$ cat config.mk
export PLATFORM = sky130hd
export DESIGN_NAME = sgw_strap_gpio_wake
export DESIGN_NICKNAME = d
export VERILOG_FILES = /design/src/hdl/sgw_pkg.sv /design/src/hdl/sgw_strap_gpio_wake.sv /design/src/hdl/sgw_sync2.sv
export VERILOG_INCLUDE_DIRS = /design/src /design/src/hdl
export SDC_FILE = /design/constraint.sdc
export NUM_CORES = 1
export LEC_CHECK = 0
export ABC_AREA = 1
export BUFFER_PORTS_ARGS = -buffer_cell sky130_fd_sc_hd__buf_2
export CAP_MARGIN = 10
export CORE_MARGIN = 1.5
export CORE_UTILIZATION = 55
export CTS_BUF_LIST = sky130_fd_sc_hd__clkbuf_8
export CTS_CLUSTER_DIAMETER = 50
export DETAILED_ROUTE_END_ITERATION = 8
export PLACE_DENSITY = 0.94
export SYNTH_ARGS = -nofsm -noshare
export SYNTH_HDL_FRONTEND = slang
export SYNTH_SLANG_ARGS = --single-unit
$ cat constraint.sdc
create_clock -name i_clk -period 1.9 [get_ports i_clk]
set_clock_uncertainty 0.05 [all_clocks]
set_input_delay 0.285 -clock i_clk [delete_from_list [all_inputs] [get_ports i_clk]]
set_output_delay 0.285 -clock i_clk [all_outputs]
set_load 0.01 [all_outputs]
$ cat src/hdl/sgw_consts.svh
/*
  offsets, field positions, reset values and timing counts of the
  strap, pin and wake block.
  assumes: included by bare name from hdl/ files.
*/
`ifndef SGW_CONSTS_SVH
`define SGW_CONSTS_SVH

// ****************************************
// register byte offsets
// ****************************************
`define SGW_OFF_GPIO_OUT     12'h000
`define SGW_OFF_GPIO_OE      12'h004
`define SGW_OFF_GPIO_IN      12'h008
`define SGW_OFF_MODE_SEL     12'h00c
`define SGW_OFF_STRAP        12'h010
`define SGW_OFF_CTRL         12'h014
`define SGW_OFF_IRQ_STAT     12'h018
`define SGW_OFF_IRQ_MASK     12'h01c

// ****************************************
// field positions
// ****************************************
`define SGW_CTRL_L2_BIT      0
`define SGW_CTRL_WAKE_CLR    1
`define SGW_IRQ_RING_BIT     0
`define SGW_IRQ_WAKE_BIT     1
`define SGW_IRQ_W            2

// ****************************************
// reset values
// ****************************************
`define SGW_RST_GPIO_OUT     8'h00
`define SGW_RST_GPIO_OE      8'h00
`define SGW_RST_MODE_SEL     16'h0000
`define SGW_RST_IRQ          2'h0

// ****************************************
// strap settle time before capture
// ****************************************
`define SGW_CLK_MHZ          125
`define SGW_STRAP_SETTLE_NS  64
`define SGW_STRAP_SETTLE_CYC ((`SGW_STRAP_SETTLE_NS * `SGW_CLK_MHZ + 999) / 1000)

`endif

$ cat src/hdl/sgw_pkg.sv
/*
  types shared by the strap, pin and wake block.
  assumes: nothing.
*/
package sgw_pkg;

  typedef enum logic [1:0] {
    SGW_ST_SETTLE = 2'b00,
    SGW_ST_CAPT   = 2'b01,
    SGW_ST_RUN    = 2'b10
  } sgw_state_type;

  typedef enum logic [1:0] {
    SGW_AX_IDLE = 2'b00,
    SGW_AX_RESP = 2'b01
  } sgw_axi_state_type;

endpackage

$ cat src/hdl/sgw_strap_gpio_wake.sv
/*
  strap capture, transceiver mode select buses, general-purpose pins
  and ring wake request, with an axi4-lite register slave.
  assumes: one 125 MHz clock; pins are asynchronous and resolved by
  the pad ring from the output enables; board straps are stable while
  i_reset_n is low and for a short while after its release.
*/
// Notes on behaviour
// - four 4-bit transceiver mode select output buses
// - channel 0 bus straps current, drive, test
// - channel 1 bus straps equalization and current
// - eight pins, direction from enable register
// - pin 7 strap selects eeprom organization
// - pins 6:5 rx, 4:3 tx termination
// - pins 2:0 strap equalization bits 3:1
// - wake low on ring indicate in L2
`timescale 1ns/1ps
`include "sgw_consts.svh"
module sgw_strap_gpio_wake
  import sgw_pkg::*;
(
  input  wire logic        i_clk,
  input  wire logic        i_reset_n,
  // axi4-lite slave
  input  wire logic [11:0] i_awaddr,
  input  wire logic        i_awvalid,
  output logic             o_awready,
  input  wire logic [31:0] i_wdata,
  input  wire logic [3:0]  i_wstrb,
  input  wire logic        i_wvalid,
  output logic             o_wready,
  output logic [1:0]       o_bresp,
  output logic             o_bvalid,
  input  wire logic        i_bready,
  input  wire logic [11:0] i_araddr,
  input  wire logic        i_arvalid,
  output logic             o_arready,
  output logic [31:0]      o_rdata,
  output logic [1:0]       o_rresp,
  output logic             o_rvalid,
  input  wire logic        i_rready,
  // transceiver mode select buses, shared with straps on chan 0/1
  input  wire logic [3:0]  i_chan0_xcvr_mode_sel,
  input  wire logic [3:0]  i_chan1_xcvr_mode_sel,
  output logic [3:0]       o_chan0_xcvr_mode_sel,
  output logic [3:0]       o_chan1_xcvr_mode_sel,
  output logic [3:0]       o_chan2_xcvr_mode_sel,
  output logic [3:0]       o_chan3_xcvr_mode_sel,
  output logic [1:0]       o_mode_sel_oe,
  // general-purpose pins
  input  wire logic [7:0]  i_gpio,
  output logic [7:0]       o_gpio,
  output logic [7:0]       o_gpio_oe,
  // ring indication and host link power state
  input  wire logic        i_ring_indicate_n,
  input  wire logic        i_link_in_l2,
  // captured straps
  output logic [3:0]       o_tx_current_level,
  output logic [3:0]       o_equalization_level,
  output logic             o_low_drive_strap,
  output logic             o_high_drive_strap,
  output logic             o_phy_test_strap,
  output logic             o_eeprom_word_org_strap,
  output logic [1:0]       o_rx_termination_adjust,
  output logic [1:0]       o_tx_termination_adjust,
  output logic             o_straps_valid,
  // wake and interrupt
  output logic             o_wake_n,
  output logic             o_irq
);

  // ****************************************
  // pin synchronisers
  // ****************************************
  logic [3:0] m0_sync;
  logic [3:0] m1_sync;
  logic [7:0] gpio_sync;
  logic [1:0] misc_sync;

  sgw_sync2 #(.W(4)) u_sync_m0 (
    .i_clk     (i_clk),
    .i_reset_n (i_reset_n),
    .i_async   (i_chan0_xcvr_mode_sel),
    .o_sync    (m0_sync)
  );
  sgw_sync2 #(.W(4)) u_sync_m1 (
    .i_clk     (i_clk),
    .i_reset_n (i_reset_n),
    .i_async   (i_chan1_xcvr_mode_sel),
    .o_sync    (m1_sync)
  );
  sgw_sync2 #(.W(8)) u_sync_gpio (
    .i_clk     (i_clk),
    .i_reset_n (i_reset_n),
    .i_async   (i_gpio),
    .o_sync    (gpio_sync)
  );
  sgw_sync2 #(.W(2)) u_sync_misc (
    .i_clk     (i_clk),
    .i_reset_n (i_reset_n),
    .i_async   ({i_link_in_l2, i_ring_indicate_n}),
    .o_sync    (misc_sync)
  );

  // ****************************************
  // strap capture sequencer
  // ****************************************
  localparam logic [3:0] SETTLE_CYC = 4'(`SGW_STRAP_SETTLE_CYC);

  sgw_state_type state_ff;
  logic [3:0]    settle_cnt_ff;

  always_ff @(posedge i_clk or negedge i_reset_n) begin
    if (!i_reset_n) begin
      state_ff      <= SGW_ST_SETTLE;
      settle_cnt_ff <= 4'h0;
    end else begin
      unique case (state_ff)
        SGW_ST_SETTLE: begin
          if (settle_cnt_ff == SETTLE_CYC - 4'h1) begin
            state_ff <= SGW_ST_CAPT;
          end else begin
            settle_cnt_ff <= settle_cnt_ff + 4'h1;
          end
        end
        SGW_ST_CAPT: begin
          state_ff <= SGW_ST_RUN;
        end
        SGW_ST_RUN: begin
          state_ff <= SGW_ST_RUN;
        end
        default: begin
          state_ff <= SGW_ST_SETTLE;
        end
      endcase
    end
  end

  // capture happens once, then straps stay frozen
  always_ff @(posedge i_clk or negedge i_reset_n) begin
    if (!i_reset_n) begin
      o_tx_current_level      <= 4'h0;
      o_equalization_level    <= 4'h8;
      o_low_drive_strap       <= 1'b0;
      o_high_drive_strap      <= 1'b0;
      o_phy_test_strap        <= 1'b0;
      o_eeprom_word_org_strap <= 1'b0;
      o_rx_termination_adjust <= 2'h0;
      o_tx_termination_adjust <= 2'h0;
      o_straps_valid          <= 1'b0;
    end else if (state_ff == SGW_ST_CAPT) begin
      o_tx_current_level      <= {m1_sync[2:0], m0_sync[3]};
      o_low_drive_strap       <= m0_sync[2];
      o_phy_test_strap        <= m0_sync[1];
      o_high_drive_strap      <= m0_sync[0];
      o_equalization_level    <= {gpio_sync[2:0], m1_sync[3]};
      o_eeprom_word_org_strap <= gpio_sync[7];
      o_rx_termination_adjust <= gpio_sync[6:5];
      o_tx_termination_adjust <= gpio_sync[4:3];
      o_straps_valid          <= 1'b1;
    end
  end

  wire run = (state_ff == SGW_ST_RUN);

  // ****************************************
  // software registers
  // ****************************************
  logic [7:0]  gpio_out_ff;
  logic [7:0]  gpio_oe_ff;
  logic [15:0] mode_sel_ff;
  logic        l2_sw_ff;
  logic [1:0]  irq_stat_ff;
  logic [1:0]  irq_mask_ff;

  sgw_axi_state_type wr_st_ff;
  sgw_axi_state_type rd_st_ff;
  logic [11:0]       awaddr_ff;
  logic              aw_got_ff;
  logic [31:0]       wdata_ff;
  logic [3:0]        wstrb_ff;
  logic              w_got_ff;

  function automatic logic mapped(input logic [11:0] a);
    mapped = (a[1:0] == 2'b00) && (a <= `SGW_OFF_IRQ_MASK);
  endfunction

  // write channel: address and data taken in either order
  always_ff @(posedge i_clk or negedge i_reset_n) begin
    if (!i_reset_n) begin
      wr_st_ff  <= SGW_AX_IDLE;
      o_awready <= 1'b0;
      o_wready  <= 1'b0;
      o_bvalid  <= 1'b0;
      o_bresp   <= 2'b00;
      awaddr_ff <= 12'h000;
      aw_got_ff <= 1'b0;
      wdata_ff  <= 32'h0000_0000;
      wstrb_ff  <= 4'h0;
      w_got_ff  <= 1'b0;
    end else begin
      unique case (wr_st_ff)
        SGW_AX_IDLE: begin
          o_awready <= !aw_got_ff && !(i_awvalid && o_awready);
          o_wready  <= !w_got_ff && !(i_wvalid && o_wready);
          if (i_awvalid && o_awready) begin
            awaddr_ff <= i_awaddr;
            aw_got_ff <= 1'b1;
          end
          if (i_wvalid && o_wready) begin
            wdata_ff <= i_wdata;
            wstrb_ff <= i_wstrb;
            w_got_ff <= 1'b1;
          end
          if (aw_got_ff && w_got_ff) begin
            o_bvalid  <= 1'b1;
            o_bresp   <= mapped(awaddr_ff) ? 2'b00 : 2'b10;
            o_awready <= 1'b0;
            o_wready  <= 1'b0;
            wr_st_ff  <= SGW_AX_RESP;
          end
        end
        SGW_AX_RESP: begin
          if (i_bready) begin
            o_bvalid  <= 1'b0;
            aw_got_ff <= 1'b0;
            w_got_ff  <= 1'b0;
            wr_st_ff  <= SGW_AX_IDLE;
          end
        end
        default: begin
          wr_st_ff <= SGW_AX_IDLE;
        end
      endcase
    end
  end

  wire wr_do = (wr_st_ff == SGW_AX_IDLE) && aw_got_ff && w_got_ff;
  wire wr_lo = wr_do && wstrb_ff[0];
  wire wr_hi = wr_do && wstrb_ff[1];

  always_ff @(posedge i_clk or negedge i_reset_n) begin
    if (!i_reset_n) begin
      gpio_out_ff <= `SGW_RST_GPIO_OUT;
      gpio_oe_ff  <= `SGW_RST_GPIO_OE;
      mode_sel_ff <= `SGW_RST_MODE_SEL;
      l2_sw_ff    <= 1'b0;
      irq_mask_ff <= `SGW_RST_IRQ;
    end else if (wr_lo) begin
      unique case (awaddr_ff)
        `SGW_OFF_GPIO_OUT: gpio_out_ff <= wdata_ff[7:0];
        `SGW_OFF_GPIO_OE:  gpio_oe_ff  <= wdata_ff[7:0];
        `SGW_OFF_MODE_SEL: mode_sel_ff[7:0] <= wdata_ff[7:0];
        `SGW_OFF_CTRL:     l2_sw_ff <= wdata_ff[`SGW_CTRL_L2_BIT];
        `SGW_OFF_IRQ_MASK: irq_mask_ff <= wdata_ff[`SGW_IRQ_W-1:0];
        default: begin
        end
      endcase
      if (wr_hi && awaddr_ff == `SGW_OFF_MODE_SEL) begin
        mode_sel_ff[15:8] <= wdata_ff[15:8];
      end
    end else if (wr_hi && awaddr_ff == `SGW_OFF_MODE_SEL) begin
      mode_sel_ff[15:8] <= wdata_ff[15:8];
    end
  end

  // ****************************************
  // ring detect and wake request
  // ****************************************
  logic ring_prev_ff;
  wire  ring_now  = !misc_sync[0];
  wire  in_l2     = misc_sync[1] || l2_sw_ff;
  wire  ring_rise = run && ring_now && !ring_prev_ff;
  wire  wake_set  = run && ring_now && in_l2;
  wire  wake_clr  = wr_lo && awaddr_ff == `SGW_OFF_CTRL && wdata_ff[`SGW_CTRL_WAKE_CLR];
  wire  stat_w1c  = wr_lo && awaddr_ff == `SGW_OFF_IRQ_STAT;

  always_ff @(posedge i_clk or negedge i_reset_n) begin
    if (!i_reset_n) begin
      ring_prev_ff <= 1'b0;
    end else begin
      ring_prev_ff <= ring_now;
    end
  end

  // wake stays low until software clears it or L2 is left; a ring in L2 wins
  always_ff @(posedge i_clk or negedge i_reset_n) begin
    if (!i_reset_n) begin
      o_wake_n <= 1'b1;
    end else if (wake_set) begin
      o_wake_n <= 1'b0;
    end else if (wake_clr || !in_l2) begin
      o_wake_n <= 1'b1;
    end
  end

  logic [1:0] irq_ev;
  assign irq_ev = {wake_set && o_wake_n, ring_rise};

  always_ff @(posedge i_clk or negedge i_reset_n) begin
    if (!i_reset_n) begin
      irq_stat_ff <= `SGW_RST_IRQ;
    end else begin
      irq_stat_ff <= (irq_stat_ff & ~(stat_w1c ? wdata_ff[1:0] : 2'b00)) | irq_ev;
    end
  end

  always_ff @(posedge i_clk or negedge i_reset_n) begin
    if (!i_reset_n) begin
      o_irq <= 1'b0;
    end else begin
      o_irq <= |(irq_stat_ff & irq_mask_ff);
    end
  end

  // ****************************************
  // pin drivers
  // ****************************************
  // shared pins stay released until straps are captured
  always_ff @(posedge i_clk or negedge i_reset_n) begin
    if (!i_reset_n) begin
      o_chan0_xcvr_mode_sel <= 4'h0;
      o_chan1_xcvr_mode_sel <= 4'h0;
      o_chan2_xcvr_mode_sel <= 4'h0;
      o_chan3_xcvr_mode_sel <= 4'h0;
      o_mode_sel_oe         <= 2'b00;
      o_gpio                <= 8'h00;
      o_gpio_oe             <= 8'h00;
    end else begin
      o_chan0_xcvr_mode_sel <= mode_sel_ff[3:0];
      o_chan1_xcvr_mode_sel <= mode_sel_ff[7:4];
      o_chan2_xcvr_mode_sel <= mode_sel_ff[11:8];
      o_chan3_xcvr_mode_sel <= mode_sel_ff[15:12];
      o_mode_sel_oe         <= {2{run}};
      o_gpio                <= gpio_out_ff;
      o_gpio_oe             <= run ? gpio_oe_ff : 8'h00;
    end
  end

  // ****************************************
  // read channel
  // ****************************************
  always_ff @(posedge i_clk or negedge i_reset_n) begin
    if (!i_reset_n) begin
      rd_st_ff  <= SGW_AX_IDLE;
      o_arready <= 1'b0;
      o_rvalid  <= 1'b0;
      o_rdata   <= 32'h0000_0000;
      o_rresp   <= 2'b00;
    end else begin
      unique case (rd_st_ff)
        SGW_AX_IDLE: begin
          o_arready <= !(i_arvalid && o_arready);
          if (i_arvalid && o_arready) begin
            o_rvalid <= 1'b1;
            o_rresp  <= mapped(i_araddr) ? 2'b00 : 2'b10;
            rd_st_ff <= SGW_AX_RESP;
            unique case (i_araddr)
              `SGW_OFF_GPIO_OUT: o_rdata <= {24'h0, gpio_out_ff};
              `SGW_OFF_GPIO_OE:  o_rdata <= {24'h0, gpio_oe_ff};
              `SGW_OFF_GPIO_IN:  o_rdata <= {24'h0, gpio_sync};
              `SGW_OFF_MODE_SEL: o_rdata <= {16'h0, mode_sel_ff};
              `SGW_OFF_STRAP:    o_rdata <= {15'h0, o_straps_valid,
                                   o_tx_termination_adjust, o_rx_termination_adjust,
                                   o_eeprom_word_org_strap, o_high_drive_strap,
                                   o_phy_test_strap, o_low_drive_strap,
                                   o_equalization_level, o_tx_current_level};
              `SGW_OFF_CTRL:     o_rdata <= {29'h0, ring_now, !o_wake_n, l2_sw_ff};
              `SGW_OFF_IRQ_STAT: o_rdata <= {30'h0, irq_stat_ff};
              `SGW_OFF_IRQ_MASK: o_rdata <= {30'h0, irq_mask_ff};
              default:           o_rdata <= 32'h0000_0000;
            endcase
          end
        end
        SGW_AX_RESP: begin
          o_arready <= 1'b0;
          if (i_rready) begin
            o_rvalid <= 1'b0;
            rd_st_ff <= SGW_AX_IDLE;
          end
        end
        default: begin
          rd_st_ff <= SGW_AX_IDLE;
        end
      endcase
    end
  end

endmodule // sgw_strap_gpio_wake

$ cat src/hdl/sgw_sync2.sv
/*
  two flip-flop synchroniser for a bus of levels.
  assumes: input is asynchronous to i_clk.
*/
`timescale 1ns/1ps
module sgw_sync2 #(
  parameter int W = 1
) (
  input  wire logic         i_clk,
  input  wire logic         i_reset_n,
  input  wire logic [W-1:0] i_async,
  output logic      [W-1:0] o_sync
);
  logic [W-1:0] meta_ff;
  logic [W-1:0] sync_ff;

  always_ff @(posedge i_clk or negedge i_reset_n) begin
    if (!i_reset_n) begin
      meta_ff <= '0;
      sync_ff <= '0;
    end else begin
      meta_ff <= i_async;
      sync_ff <= meta_ff;
    end
  end

  assign o_sync = sync_ff;
endmodule // sgw_sync2
---- Word level (Yosys, flattened, before mapping) ----
Cells that the tools add are included.
word-level totals
  register bits after elaboration ......... 209
  input bits .............................. 85
  output and inout bits ................... 94
  logic and storage cells ................. 170
cells by class
  add/sub/neg operators ................... 1
  $lt $le $gt $ge ......................... 2
  eq/ne operators ......................... 24
  mux-type cells .......................... 28
  bitwise logic cells ..................... 5
  reduce and logical (&&, ||, !) cells .... 59
operators with widths
  cell                                                   number
  case mux 17 bit (8 select lines)                       1
  == test 12 x 5 -> 1 bit (second input constant)        7
  == test 12 x 4 -> 1 bit (second input constant)        3
  == test 12 x 3 -> 1 bit (second input constant)        2
  <= comparator 12 x 5 -> 1 bit (second input constant)  2
  zero test 12 bit                                       2
  AND reduction 2 bit                                    12
  logical AND 1 bit                                      20
  two-way mux 2 bit                                      8
  inequality test 2 bit (second input constant)          7
  case mux 2 bit (2 select lines)                        3
  AND reduction 3 bit                                    4
  zero test 2 bit                                        5
  two-way mux 1 bit                                      10
  case mux 1 bit (2 select lines)                        5
  zero test 1 bit                                        9
  two-way mux 8 bit                                      1
  == test 2 x 1 -> 1 bit (second input constant)         3
  nonzero test 2 bit                                     3
  adder 4 x 1 -> 4 bit (second input constant)           1
  bitwise AND 2 bit                                      2
  == test 4 x 3 -> 1 bit (second input constant)         1
  OR reduction 2 bit                                     2
  == test 2 bit (second input constant)                  1
  other kinds (4)                                        5

---- Depth between registers and ports, before layout ----
Gate-level depths: netlist (run 1).
  word-level depth ........................ 9
  depth in mapped cells ................... 11
  depth with buffers taken out ............ 10

---- Modules after synthesis ----
A second synthesis (run 1) with hierarchy kept.
unflattened totals
  cell total of the unflattened synthesis .. 696
  area, all modules ....................... 7318.3 um^2
modules (own cells, without submodules)
  module                     instances  cells an instance  area each (um^2)  sequential area each (um^2)
  sgw_strap_gpio_wake        1          660                6417.4            3806.2
  sgw_sync2 (u_sync_gpio)    1          16                 400.4             400.4
  sgw_sync2 (u_sync_m0 ...)  2          8                  200.2             200.2
  sgw_sync2 (u_sync_misc)    1          4                  100.1             100.1

---- Worst setup path before layout (run 1) ----
OpenSTA, ideal clock, no wires.
  path type ............................... reg2reg
  start ................................... register o_bvalid (netlist name)
  end ..................................... register gpio_out_ff[6]
  setup time .............................. 0.120 ns
  arrival time ............................ 1.251 ns
  required time ........................... 1.730 ns
  path slack .............................. 0.479 ns
  stages on the path, launching flop included .. 8
  buffers on the path ..................... 1
  period minus slack after synthesis ...... 1.421 ns
  cell sequence ........................... dfrtp_1 -> nor2_2 -> nand2_2 -> nor2_8 -> nand3_2 -> buf_6 -> nand2_2 -> o21ai_2
RTL lines
  what                  RTL line                    text
  end signal, assigned  sgw_strap_gpio_wake.sv:244  gpio_out_ff <= `SGW_RST_GPIO_OUT;
  end signal, assigned  sgw_strap_gpio_wake.sv:251  `SGW_OFF_GPIO_OUT: gpio_out_ff <= wdata_ff[7:0];
  end, declared         sgw_strap_gpio_wake.sv:169  logic [7:0] gpio_out_ff;

---- Worst setup path in the final report (run 1) ----
  start ................................... register awaddr_ff[8]
  end ..................................... register mode_sel_ff[8]
between the ends
  word-level cells in the longest chain between the ends .. 2
ends and longest elaborated chain
  what                                RTL line                    text
  start, declared                     sgw_strap_gpio_wake.sv:178  logic [11:0] awaddr_ff;
  start signal, assigned              sgw_strap_gpio_wake.sv:207  awaddr_ff <= i_awaddr;
  == test 12 x 4 -> 1 bit             --
  logical AND 1 bit (no source line)  --
  end signal, assigned                sgw_strap_gpio_wake.sv:246  mode_sel_ff <= `SGW_RST_MODE_SEL;
  end signal, assigned                sgw_strap_gpio_wake.sv:260  mode_sel_ff[15:8] <= wdata_ff[15:8];
  end signal, assigned                sgw_strap_gpio_wake.sv:263  mode_sel_ff[15:8] <= wdata_ff[15:8];
  end, declared                       sgw_strap_gpio_wake.sv:171  logic [15:0] mode_sel_ff;
Every way passes these cells.
A chain may end at the register's enable or synchronous reset.

==> out/metrics.yaml, run 1 <==
run_status:
  outcome: "finished clean"
power_and_ir_drop:
  p_total_mw: 9.29
  peakVddDrop_mv: 1.04
  p_per_area_mw_per_mm2: 1030
  leakagePower_nw: 4.82
grt:
  track_usage: 0.250
  grt_first_pass_wirelength_um: 27200
  grt-ovfl-total: 0
  gr-usage-met1: 0.302
  busiest_layer: "met2"
  grtUsageMet2: 0.414
  antenna_found_initial: 2
  grt_pass1_vias: 5617
  met3_usage: 0.0747
  grt_max_degree: 54
logic_synthesis:
  synth.cell_area_mm2: 0.00743
  yosys_warnings: 0
  synth_cells: 717
  synth_seq_cells: 188
  synth.distinct_cells: 38
  yosys.area_share.simple: 0.193
  synth_top_family_by_area: "simple AND/OR/NAND/NOR gates"
  synth_xor_area_frac: 0.00236
  synth_fa_ha_area_frac: 0.00674
  synth_compound_area_frac: 0.0866
  synth_mux_area_frac: 0.00303
  syn_avg_cell_area_um2: 10.4
  yosysSeqAreaShare: 0.634
route:
  drc_errors: 0
  via_per_inst: 5.13
  antenna_left: 0
  dr.pass1.iters: 5
  wirelength_um: 17000
  num_vias: 5622
  drtIter0Drc: 519
  wl_per_cell_um: 15.5
place:
  hpwl_um: 11900
  port_buffers: 143
  gp_congestion: 0.864
  placed_area_mm2: 0.00830
floorplanning:
  rows: 42
  fp.dieArea_mm2: 0.0142
  start_util: 0.563
  die-height_um: 119
  fp.dieW_um: 119
  pin_count: 179
  fp.coreArea_mm2: 0.0132
worst_setup_path:
  reg2regPathDepth: 6
  cp-end-kind: "flop"
  reg2reg_from: "awaddr_ff[8]$_DFFE_PN0P_"
  r2r_end: "mode_sel_ff[8]$_DFFE_PN0P_"
  critPathRequiredTime_ps: 2200
  startpoint_type: "flop"
  critPathKind: "flop to flop"
  endpoint: "mode_sel_ff[8]$_DFFE_PN0P_"
  worstPathArrival_ps: 1970
  startpoint: "awaddr_ff[8]$_DFFE_PN0P_"
  rrSetupSlack_ps: 220
  critPathMaxFanout: 16
layout:
  area_delta_synth_final_pct: 21.6
  layout-drive-gt1-share: 0.282
  final_area_mm2: 0.00903
  layout.nets: 994
  final_core_util: 0.684
timing:
  drv_slew: 0
  setup_viol: 0
  setup_tns_ps: 0
  fin_crit_ps: 1680
  slew-limit-headroom: 0.643
  fin_crit_sh: 0.882
  max_freq_mhz: 597
  hold_viol: 0
  hold_slack_ps: 20.9
  rsz0062_at_grt: "no"
  tightest_slew_ps: 535
clocking:
  clkTransAtPathRegs_ps: 90
  post_cts_resized: 0
  htree_levels: 4
  cts_setup_buffers: 0
  clkLatencyLatePin_ps: 460
  cts_buffers: 17
  root_buffer: "clkbuf_8"
  clock-sinks: 188
  tritoncts: "done"
  cts_hold_buf: 35
  clockBufferDepth: 2
flow_run:
  drv_cap: 0
worst_hold_path:
  min_path_type: "primary input to flop"
## sequential cells by signal, summed over array words and instances (netlist names), 8 cells and up
signal and count:
u_sync_gpio.meta_ff 8, o_gpio 8, gpio_out_ff 8, mode_sel_ff 16, o_gpio_oe 8, awaddr_ff 12, wdata_ff 16, gpio_oe_ff 8
o_rdata 17, u_sync_gpio.o_sync 8
## cell usage after synthesis
| library cell | instances | share of area |
|---|---|---|
| dfrtp_1 | 186 | 0.63 |
| nand2_1 | 167 | 0.084 |
| inv_1 | 63 | 0.032 |
| nand3_1 | 60 | 0.040 |
| nor2_1 | 37 | 0.019 |
| o21ai_0 | 34 | 0.023 |
| a21oi_1 | 24 | 0.016 |
| buf_4 | 24 | 0.024 |
| o21ai_2 | 24 | 0.028 |
| o21ai_1 | 20 | 0.013 |
| buf_2 | 9 | 0.0061 |
| nand2_2 | 9 | 0.0076 |
| nor2_4 | 6 | 0.0091 |
| buf_6 | 5 | 0.0076 |
| clkbuf_1 | 5 | 0.0025 |
| ha_1 | 4 | 0.0067 |
| inv_2 | 4 | 0.0020 |
| nor2_2 | 4 | 0.0034 |
| nor3_1 | 4 | 0.0027 |
| nand3_2 | 3 | 0.0040 |
| or2_2 | 3 | 0.0025 |
| dfstp_2 | 2 | 0.0071 |
| mux2_2 | 2 | 0.0030 |
| nand3_4 | 2 | 0.0047 |
| nor2_8 | 2 | 0.0054 |
| xor2_1 | 2 | 0.0024 |
| a21boi_0 | 1 | 0.0010 |
| a22o_1 | 1 | 0.0012 |
| conb_1 | 1 | 0.00050 |
| nand2_4 | 1 | 0.0015 |
| nand4_1 | 1 | 0.00084 |
| nand4_4 | 1 | 0.0029 |
| nor3_2 | 1 | 0.0013 |
| nor3_4 | 1 | 0.0022 |
| nor4_1 | 1 | 0.00084 |
| o211a_1 | 1 | 0.0013 |
| o211ai_1 | 1 | 0.0010 |
| o21a_2 | 1 | 0.0012 |
## layer usage
metal / vias up / part of all wire / wire (µm)
met5: - / 0 / 0
met4: 0 / 0.035 / 600
met3: 51 / 0.081 / 1380
met2: 261 / 0.50 / 8460
met1: 2678 / 0.39 / 6600
li1: 2632 / - / -
## stage by stage
step,cells,worst slack (ps)
finish,1096,224
global route,1095,147
CTS,1094,241
detailed placement,1027,127
global placement,1027,235
floorplan,733,479
## power breakdown
part | switching (mW) | internal, mW
clock | 1.39 | 1.08
combinational | 1.25 | 0.645
sequential | 0.336 | 4.60
## cell type report
type	count	area, µm²
antenna	2	5.00
clock buffer	18	248
clock inverter	14	120
fill	944	4160
inverter	67	251
multi-input combinational	435	2230
sequential	188	4710
tap	176	220
timing repair buffer	196	1250
## worst min-delay path by stage
stage,from,end,slack [ps],cells past startpoint
global route,i_wstrb[1],wstrb_ff[1]$_DFFE_PN0P_,9,2
global placement,i_reset_n,o_rdata[9]$_DFFE_PN0P_,220,1
floorplan,i_reset_n,aw_got_ff$_DFFE_PN0P_,-60,0
detailed placement,i_reset_n,o_rx_termination_adjust[0]$_DFFE_PN0N_,220,1
CTS,i_wdata[2],wdata_ff[2]$_DFFE_PN0P_,3,3
finish,i_wdata[2],wdata_ff[2]$_DFFE_PN0P_,20,3
## cell families (layout without fill, tap and decap cells)
family / count (synthesis) / in the layout
AO/OA/AOI/OAI: 107 / 107
XOR/XNOR: 2 / 2
adder cells (fa/ha/maj): 4 / 4
buffers and inverters: 110 / 295
flip-flops: 188 / 188
multiplexers: 2 / 2
other: 1 / 19
AND/OR/NAND/NOR: 303 / 303
## cells in the final DEF, fill, tap and decap left out, types with 2 or more instances in the layout
| cell | count |
|---|---|
| dfrtp_1 | 186 |
| o21ai_0 | 34 |
| o21ai_1 | 20 |
| nor2_8 | 2 |
| nand3_4 | 2 |
| diode_2 | 2 |
| nor2_1 | 37 |
| a21oi_1 | 24 |
| mux2_2 | 2 |
| buf_12 | 3 |
| nand3_1 | 60 |
| dlygate4sd3_1 | 35 |
| o21ai_2 | 24 |
| or2_2 | 3 |
| nor3_1 | 4 |
| nand3_2 | 3 |
| nor2_2 | 4 |
| xor2_1 | 2 |
| nand2_1 | 167 |
| inv_1 | 63 |
| buf_4 | 15 |
| nor2_4 | 6 |
| inv_2 | 4 |
| conb_1 | 17 |
| clkbuf_8 | 19 |
| inv_6 | 2 |
| clkinv_4 | 3 |
| nand2_2 | 9 |
| clkinv_2 | 7 |
| buf_2 | 142 |
| dfstp_2 | 2 |
| ha_1 | 4 |
## worst max-delay path, cell delays in order, from the launching register on
cell,delay (ps)
dfrtp_1,400
nor2_1,130
nand3_2,170
nor2_8,210
nand4_4,290
nand2_1,230
o21ai_2,70
Power figures use the tool's default switching activity.
==> run 2: changes to the inputs <==
Settings changed: CORE_MARGIN 1.5 to 5.
==> run 2 against run 1 <==
  * Critical path depth stayed put
  * Maximum frequency up 2.0%
  * Sequential share of layout area shrank 0.62 points
  * Power grew 1.5%
  * Sequential power barely moved
  * Register-to-register slack better by 30 ps
  * Core utilization rose by 0.55 points
  * Critical path type unchanged
  * Highest routed layer unchanged
==> out/metrics.yaml, run 2 (synthesis gave the netlist of run 1 again) <==
flow_run:
  drv_cap: 0  # unchanged
worst_setup_path:
  rrSetupSlack_ps: 260  # was 220 ps
  cp-end-kind: "flop"  # unchanged
  critPathRequiredTime_ps: 2210  # was 2200 ps
  worstPathArrival_ps: 1950  # was 1970 ps
  critPathKind: "flop to flop"  # unchanged
  startpoint_type: "flop"  # unchanged
  critPathMaxFanout: 16  # unchanged
timing:
  finalWorstSetupSlack_ps: 257  # was 224 ps
  tightest_slew_ps: 537  # was 535 ps
  setup_viol: 0  # unchanged
  drv_slew: 0  # unchanged
  max_freq_mhz: 609  # was 597 MHz
  fin_crit_sh: 0.865  # was 0.882
  slew-limit-headroom: 0.642  # was 0.643
  hold_viol: 0  # unchanged
  setup_tns_ps: 0  # unchanged
  rsz0062_at_grt: "no"  # unchanged
  fin_crit_ps: 1640  # was 1680 ps
layout:
  layout.nets: 1000  # was 994
  area_delta_synth_final_pct: 23.0  # was 21.6%
  regMostFlops: "o_rdata"  # unchanged
  largest_register_ffs: 17  # unchanged
  largest_registers: "o_rdata x17, mode_sel_ff x16, wdata_ff x16"  # unchanged
  final_common_cell: "dfrtp_1"  # unchanged
  layout_common_cells: "dfrtp_1, nand2_1, buf_2"  # unchanged
  final_core_util: 0.690  # was 0.684
  final_area_mm2: 0.00914  # was 0.00903 mm²
  layout-drive-gt1-share: 0.277  # was 0.282
floorplanning:
  die-height_um: 126  # was 119 µm
  fp.coreArea_mm2: 0.0132  # about the same
  pin_count: 179  # unchanged
  fp.dieW_um: 126  # was 119 µm
  fp.dieArea_mm2: 0.0159  # was 0.0142 mm²
  start_util: 0.561  # was 0.563
  rows: 42  # unchanged
power_and_ir_drop:
  leakagePower_nw: 4.83  # was 4.82 nW
  peakVddDrop_mv: 0.673  # was 1.04 mV
  p_per_area_mw_per_mm2: 1030  # about the same
place:
  hpwl_um: 12500  # was 11900 µm
  placed_area_mm2: 0.00831  # was 0.00830 mm²
  gp_congestion: 0.890  # was 0.864
  port_buffers: 143  # unchanged
  dp_worst_setup_slack_ps: 218  # was 127 ps
grt:
  antenna_found_initial: 1  # was 2
  grt_max_degree: 65  # was 54
  grt_first_pass_wirelength_um: 28400  # was 27200 µm
  track_usage: 0.228  # was 0.250
  grt_pass1_vias: 5772  # was 5617
  grt-ovfl-total: 0  # unchanged
clocking:
  htree_levels: 4  # unchanged
  cts_setup_buffers: 0  # unchanged
  cts_buffers: 17  # unchanged
  clkTransAtPathRegs_ps: 90  # about the same
  clock-sinks: 188  # unchanged
  clockBufferDepth: 2  # unchanged
  clkLatencyLatePin_ps: 470  # was 460 ps
  tritoncts: "done"  # unchanged
  root_buffer: "clkbuf_8"  # unchanged
route:
  via_per_inst: 5.11  # was 5.13
  antenna_left: 0  # unchanged
  drc_errors: 0  # unchanged
  num_vias: 5631  # was 5622
  drtIter0Drc: 440  # was 519
  wl_per_cell_um: 16.1  # was 15.5 µm
  dr.pass1.iters: 5  # unchanged
  wirelength_um: 17700  # was 17000 µm
worst_hold_path:
  min_path_type: "primary input to flop"  # unchanged
run_status:
  outcome: "finished clean"  # unchanged
[run 2: changes by cell type in the layout (fill, tap and decap cells not counted), sizes merged]
cell and change:
clkinv -5, inv -2, clkinvlp +7, clkbuf -1, bufinv +1, buf -2
dlygate4sd3 +8
[run 2: critical path, stage by stage, from the launching register on]
cell     delay [ps]
dfrtp_1         390
nor2_1          130
nand3_2         160
nor2_8          200
nand4_4         290
nand2_1         220
o21ai_2          80
[run 2: metrics by stage]
step | hold slack [ps] | total power [mW] | cells
finish | 28.1 | 9.43 | 1102
global route | 4.67 | 9.91 | 1101
CTS | 2.82 | 9.46 | 1100
detailed placement | 256 | 6.88 | 1025
global placement | 259 | 6.75 | 1025
floorplan | -60.6 | 6.18 | 733
[run 2: where the power goes]
group / internal [mW] / switching [mW]
combinational: 0.665 / 1.28
clock: 1.16 / 1.39
sequential: 4.60 / 0.344
total: 6.42 / 3.01
[run 2: repair_timing]
action	CTS	global route
endpoints found under the setup margin	0	0
gates resized for setup	0	0
hold endpoints to repair	99	0
hold buffers	43	0
[run 2: layout make-up]
class	count	area [µm²]
clock inverter	15	153
antenna	2	5.00
sequential	188	4710
inverter	67	251
clock buffer	17	234
tap	176	220
timing repair buffer	202	1340
multi-input combinational	435	2230
fill	965	4110
[run 2: metal layers]
metal,up-vias,part of all wire,track usage
met5,-,0,0
met1,2685,0.39,0.277
met2,246,0.50,0.379
met4,0,0.044,0.121
met3,62,0.068,0.0550
li1,2638,-,-
[run 2: path summary, 6_finish.rpt]
| path | cells after the start | endpoint | startpoint |
|---|---|---|---|
| worst min-delay path | 3 | wdata_ff[1]$_DFFE_PN0P_ | i_wdata[1] |
| worst min register to register | 0 | u_sync_gpio.o_sync[2]$_DFF_PN0_ | u_sync_gpio.meta_ff[2]$_DFF_PN0_ |
| worst max register to register | 6 | mode_sel_ff[9]$_DFFE_PN0P_ | awaddr_ff[9]$_DFFE_PN0P_ |
| worst max-delay path | 6 | mode_sel_ff[9]$_DFFE_PN0P_ | awaddr_ff[9]$_DFFE_PN0P_ |
| min in group asynchronous | 2 | o_rdata[12]$_DFFE_PN0P_ | i_reset_n |
| max in group asynchronous | 3 | irq_mask_ff[0]$_DFFE_PN0P_ | i_reset_n |
==> run 3: changes to the inputs <==
Settings changed: CORE_UTILIZATION 55 to 38, PLACE_DENSITY 0.94 to 0.72.
==> run 3 against run 2 <==
  * Clock power barely moved
  * Maximum frequency rose by 3.1%
  * Critical path type unchanged
  * Cell count rose by 7.5%
  * Die area rose by 41%
  * Largest power group unchanged
  * Non-clock buffer count fell by 4
  * Sequential cell count did not move
  * Sequential power barely moved
  * Combinational power fell by 2%
  * Clock-buffer cell count did not move
  * Worst hold slack barely moved
  * Critical endpoint is now mode_sel_ff[13]$_DFFE_PN0P_
  * Wire length fell by 1.2%
==> out/metrics.yaml, run 3 (synthesis gave the netlist of run 1 again) <==
timing:
  hold_viol: 0  # unchanged
  tightest_slew_ps: 542  # was 537 ps
  drv_slew: 0  # unchanged
  fin_crit_ps: 1590  # was 1640 ps
  max_freq_mhz: 627  # was 609 MHz
  slew-limit-headroom: 0.638  # was 0.642
  fin_crit_sh: 0.839  # was 0.865
  setup_tns_ps: 0  # unchanged
  rsz0062_at_grt: "no"  # unchanged
  finalWorstSetupSlack_ps: 306  # was 257 ps
  setup_viol: 0  # unchanged
layout:
  area_delta_synth_final_pct: 23.4  # was 23.0%
  final_area_mm2: 0.00916  # was 0.00914 mm²
  largest_registers: "o_rdata x17, mode_sel_ff x16, wdata_ff x16"  # unchanged
  fin_cells: 1185  # was 1102
  layout.nets: 996  # was 1000
  n_antenna_cell: 0  # was 2
  layout_common_cells: "dfrtp_1, nand2_1, buf_2"  # unchanged
  layout-drive-gt1-share: 0.282  # was 0.277
  regMostFlops: "o_rdata"  # unchanged
  largest_register_ffs: 17  # unchanged
  fill_cells: 1854  # was 965
  final_common_cell: "dfrtp_1"  # unchanged
clocking:
  cts_buffers: 17  # unchanged
  clkTransAtPathRegs_ps: 100  # was 90 ps
  clockBufferDepth: 2  # unchanged
  htree_levels: 4  # unchanged
  cts_hold_buf: 34  # was 43
  clock-sinks: 188  # unchanged
  tritoncts: "done"  # unchanged
  cts_setup_buffers: 0  # unchanged
  clkLatencyLatePin_ps: 460  # was 470 ps
  post_cts_resized: 0  # unchanged
  root_buffer: "clkbuf_8"  # unchanged
floorplanning:
  fp.coreArea_mm2: 0.0193  # was 0.0132 mm²
  rows: 51  # was 42
  fp.dieArea_mm2: 0.0224  # was 0.0159 mm²
  pin_count: 179  # unchanged
  start_util: 0.384  # was 0.561
  fp.dieW_um: 150  # was 126 µm
  die-height_um: 150  # was 126 µm
worst_setup_path:
  max_stage_delay_ps: 390  # about the same
  reg2regPathDepth: 6  # unchanged
  startpoint_type: "flop"  # unchanged
  critPathKind: "flop to flop"  # unchanged
  critPathRequiredTime_ps: 2180  # was 2210 ps
  reg2reg_from: "awaddr_ff[9]$_DFFE_PN0P_"  # unchanged
  r2r_end: "mode_sel_ff[13]$_DFFE_PN0P_"  # was mode_sel_ff[9]$_DFFE_PN0P_
  worstPathArrival_ps: 1880  # was 1950 ps
  critPathMaxFanout: 16  # unchanged
  rrSetupSlack_ps: 310  # was 260 ps
  cp-end-kind: "flop"  # unchanged
  critPathSlowestCell: "dfrtp_1"  # unchanged
  cp_cell_sequence: "nor2_1 -> nand3_2 -> nor2_8 -> nand4_4 -> nand2_1 -> o21ai_2"  # unchanged
power_and_ir_drop:
  leakagePower_nw: 4.83  # about the same
  p_sw_mw: 3.04  # was 3.01 mW
  combinationalPowerShare: 0.203  # was 0.206
  p_int_mw: 6.31  # was 6.42 mW
  p_per_area_mw_per_mm2: 1020  # was 1030 mW/mm²
  sequentialPowerShare: 0.527  # was 0.524
  pwr-share-clk: 0.271  # was 0.270
  p_sw_frac: 0.325  # was 0.319
  peakVddDrop_mv: 0.550  # was 0.673 mV
grt:
  antenna_found_initial: 2  # was 1
  grt_first_pass_wirelength_um: 27900  # was 28400 µm
  grt_max_degree: 65  # unchanged
  met3_usage: 0.0475  # was 0.0550
  grt_pass1_vias: 5333  # was 5772
  track_usage: 0.160  # was 0.228
  busiest_layer: "met2"  # unchanged
  grtUsageMet2: 0.260  # was 0.379
  grt-ovfl-total: 0  # unchanged
  gr-usage-met1: 0.213  # was 0.277
worst_hold_path:
  hold_depth: 3  # unchanged
  min_path_type: "primary input to flop"  # unchanged
  hold_path.startpoint: "i_wdata[2]"  # was i_wdata[1]
  hold_end: "wdata_ff[2]$_DFFE_PN0P_"  # was wdata_ff[1]$_DFFE_PN0P_
place:
  place_inst: 1118  # was 1025
  placed_area_mm2: 0.00844  # was 0.00831 mm²
  dp_worst_setup_slack_ps: 315  # was 218 ps
  gp_congestion: 0.800  # was 0.890
  port_buffers: 143  # unchanged
  hpwl_um: 12400  # was 12500 µm
route:
  wirelength_um: 17500  # was 17700 µm
  wl_per_cell_um: 14.8  # was 16.1 µm
  via_per_inst: 4.51  # was 5.11
  antenna_left: 0  # unchanged
  drtIter0Drc: 276  # was 440
  drc_errors: 0  # unchanged
  dr.pass1.iters: 5  # unchanged
  num_vias: 5350  # was 5631
flow_run:
  drv_cap: 0  # unchanged
run_status:
  outcome: "finished clean"  # unchanged
==> run 3: worst max-delay path by stage <==
stage / start / endpoint / slack (ps) / cells past startpoint
finish: awaddr_ff[9]$_DFFE_PN0P_ / mode_sel_ff[13]$_DFFE_PN0P_ / 310 / 6
global route: awaddr_ff[9]$_DFFE_PN0P_ / mode_sel_ff[13]$_DFFE_PN0P_ / 160 / 6
CTS: awaddr_ff[9]$_DFFE_PN0P_ / mode_sel_ff[13]$_DFFE_PN0P_ / 260 / 6
detailed placement: awaddr_ff[9]$_DFFE_PN0P_ / mode_sel_ff[11]$_DFFE_PN0P_ / 310 / 6
global placement: i_araddr[9] / o_rdata[3]$_DFFE_PN0P_ / 340 / 9
floorplan: o_bvalid$_DFFE_PN0P_ / gpio_out_ff[6]$_DFFE_PN0P_ / 480 / 7
==> run 3: power by group through the flow <==
stage                     registers, mW  clock network (mW)  logic (mW)
after detailed placement           5.00                   0        1.87
after CTS                          4.92                2.61        1.93
final                              4.92                2.53        1.90
after floorplan                    5.01                   0        1.17
after global routing               4.98                2.78        2.14
after global placement             4.98                   0        1.82
==> run 3: worst max-delay path, delay by kind of cell, from the launching register on <==
family,cells,cell delay [ps]
AND/OR/NAND/NOR,5,960
AO/OA/AOI/OAI,1,60
flip-flops,1,390
==> run 3: routing by layer <==
layer,up-vias,share of wire
met5,-,0.0019
met3,23,0.064
met2,144,0.48
met4,4,0.015
met1,2553,0.44
li1,2626,-
==> run 3: layout make-up <==
cell class | count | area, µm² | share of cell area
sequential | 188 | 4710 | 0.514
multi-input combinational | 435 | 2230 | 0.243
timing repair buffer | 198 | 1270 | 0.139
tap | 265 | 332 | 0.0362
inverter | 67 | 251 | 0.0274
clock buffer | 17 | 234 | 0.0255
clock inverter | 15 | 138 | 0.0150
==> run 3: stage by stage <==
stage	hold WS, ps	utilization	power (mW)
after detailed placement	259	0.437	6.87
after CTS	4.87	0.473	9.46
after global placement	261	0.437	6.80
final	27.7	0.474	9.35
after floorplan	-60.6	-	6.18
after global routing	6.57	0.474	9.90
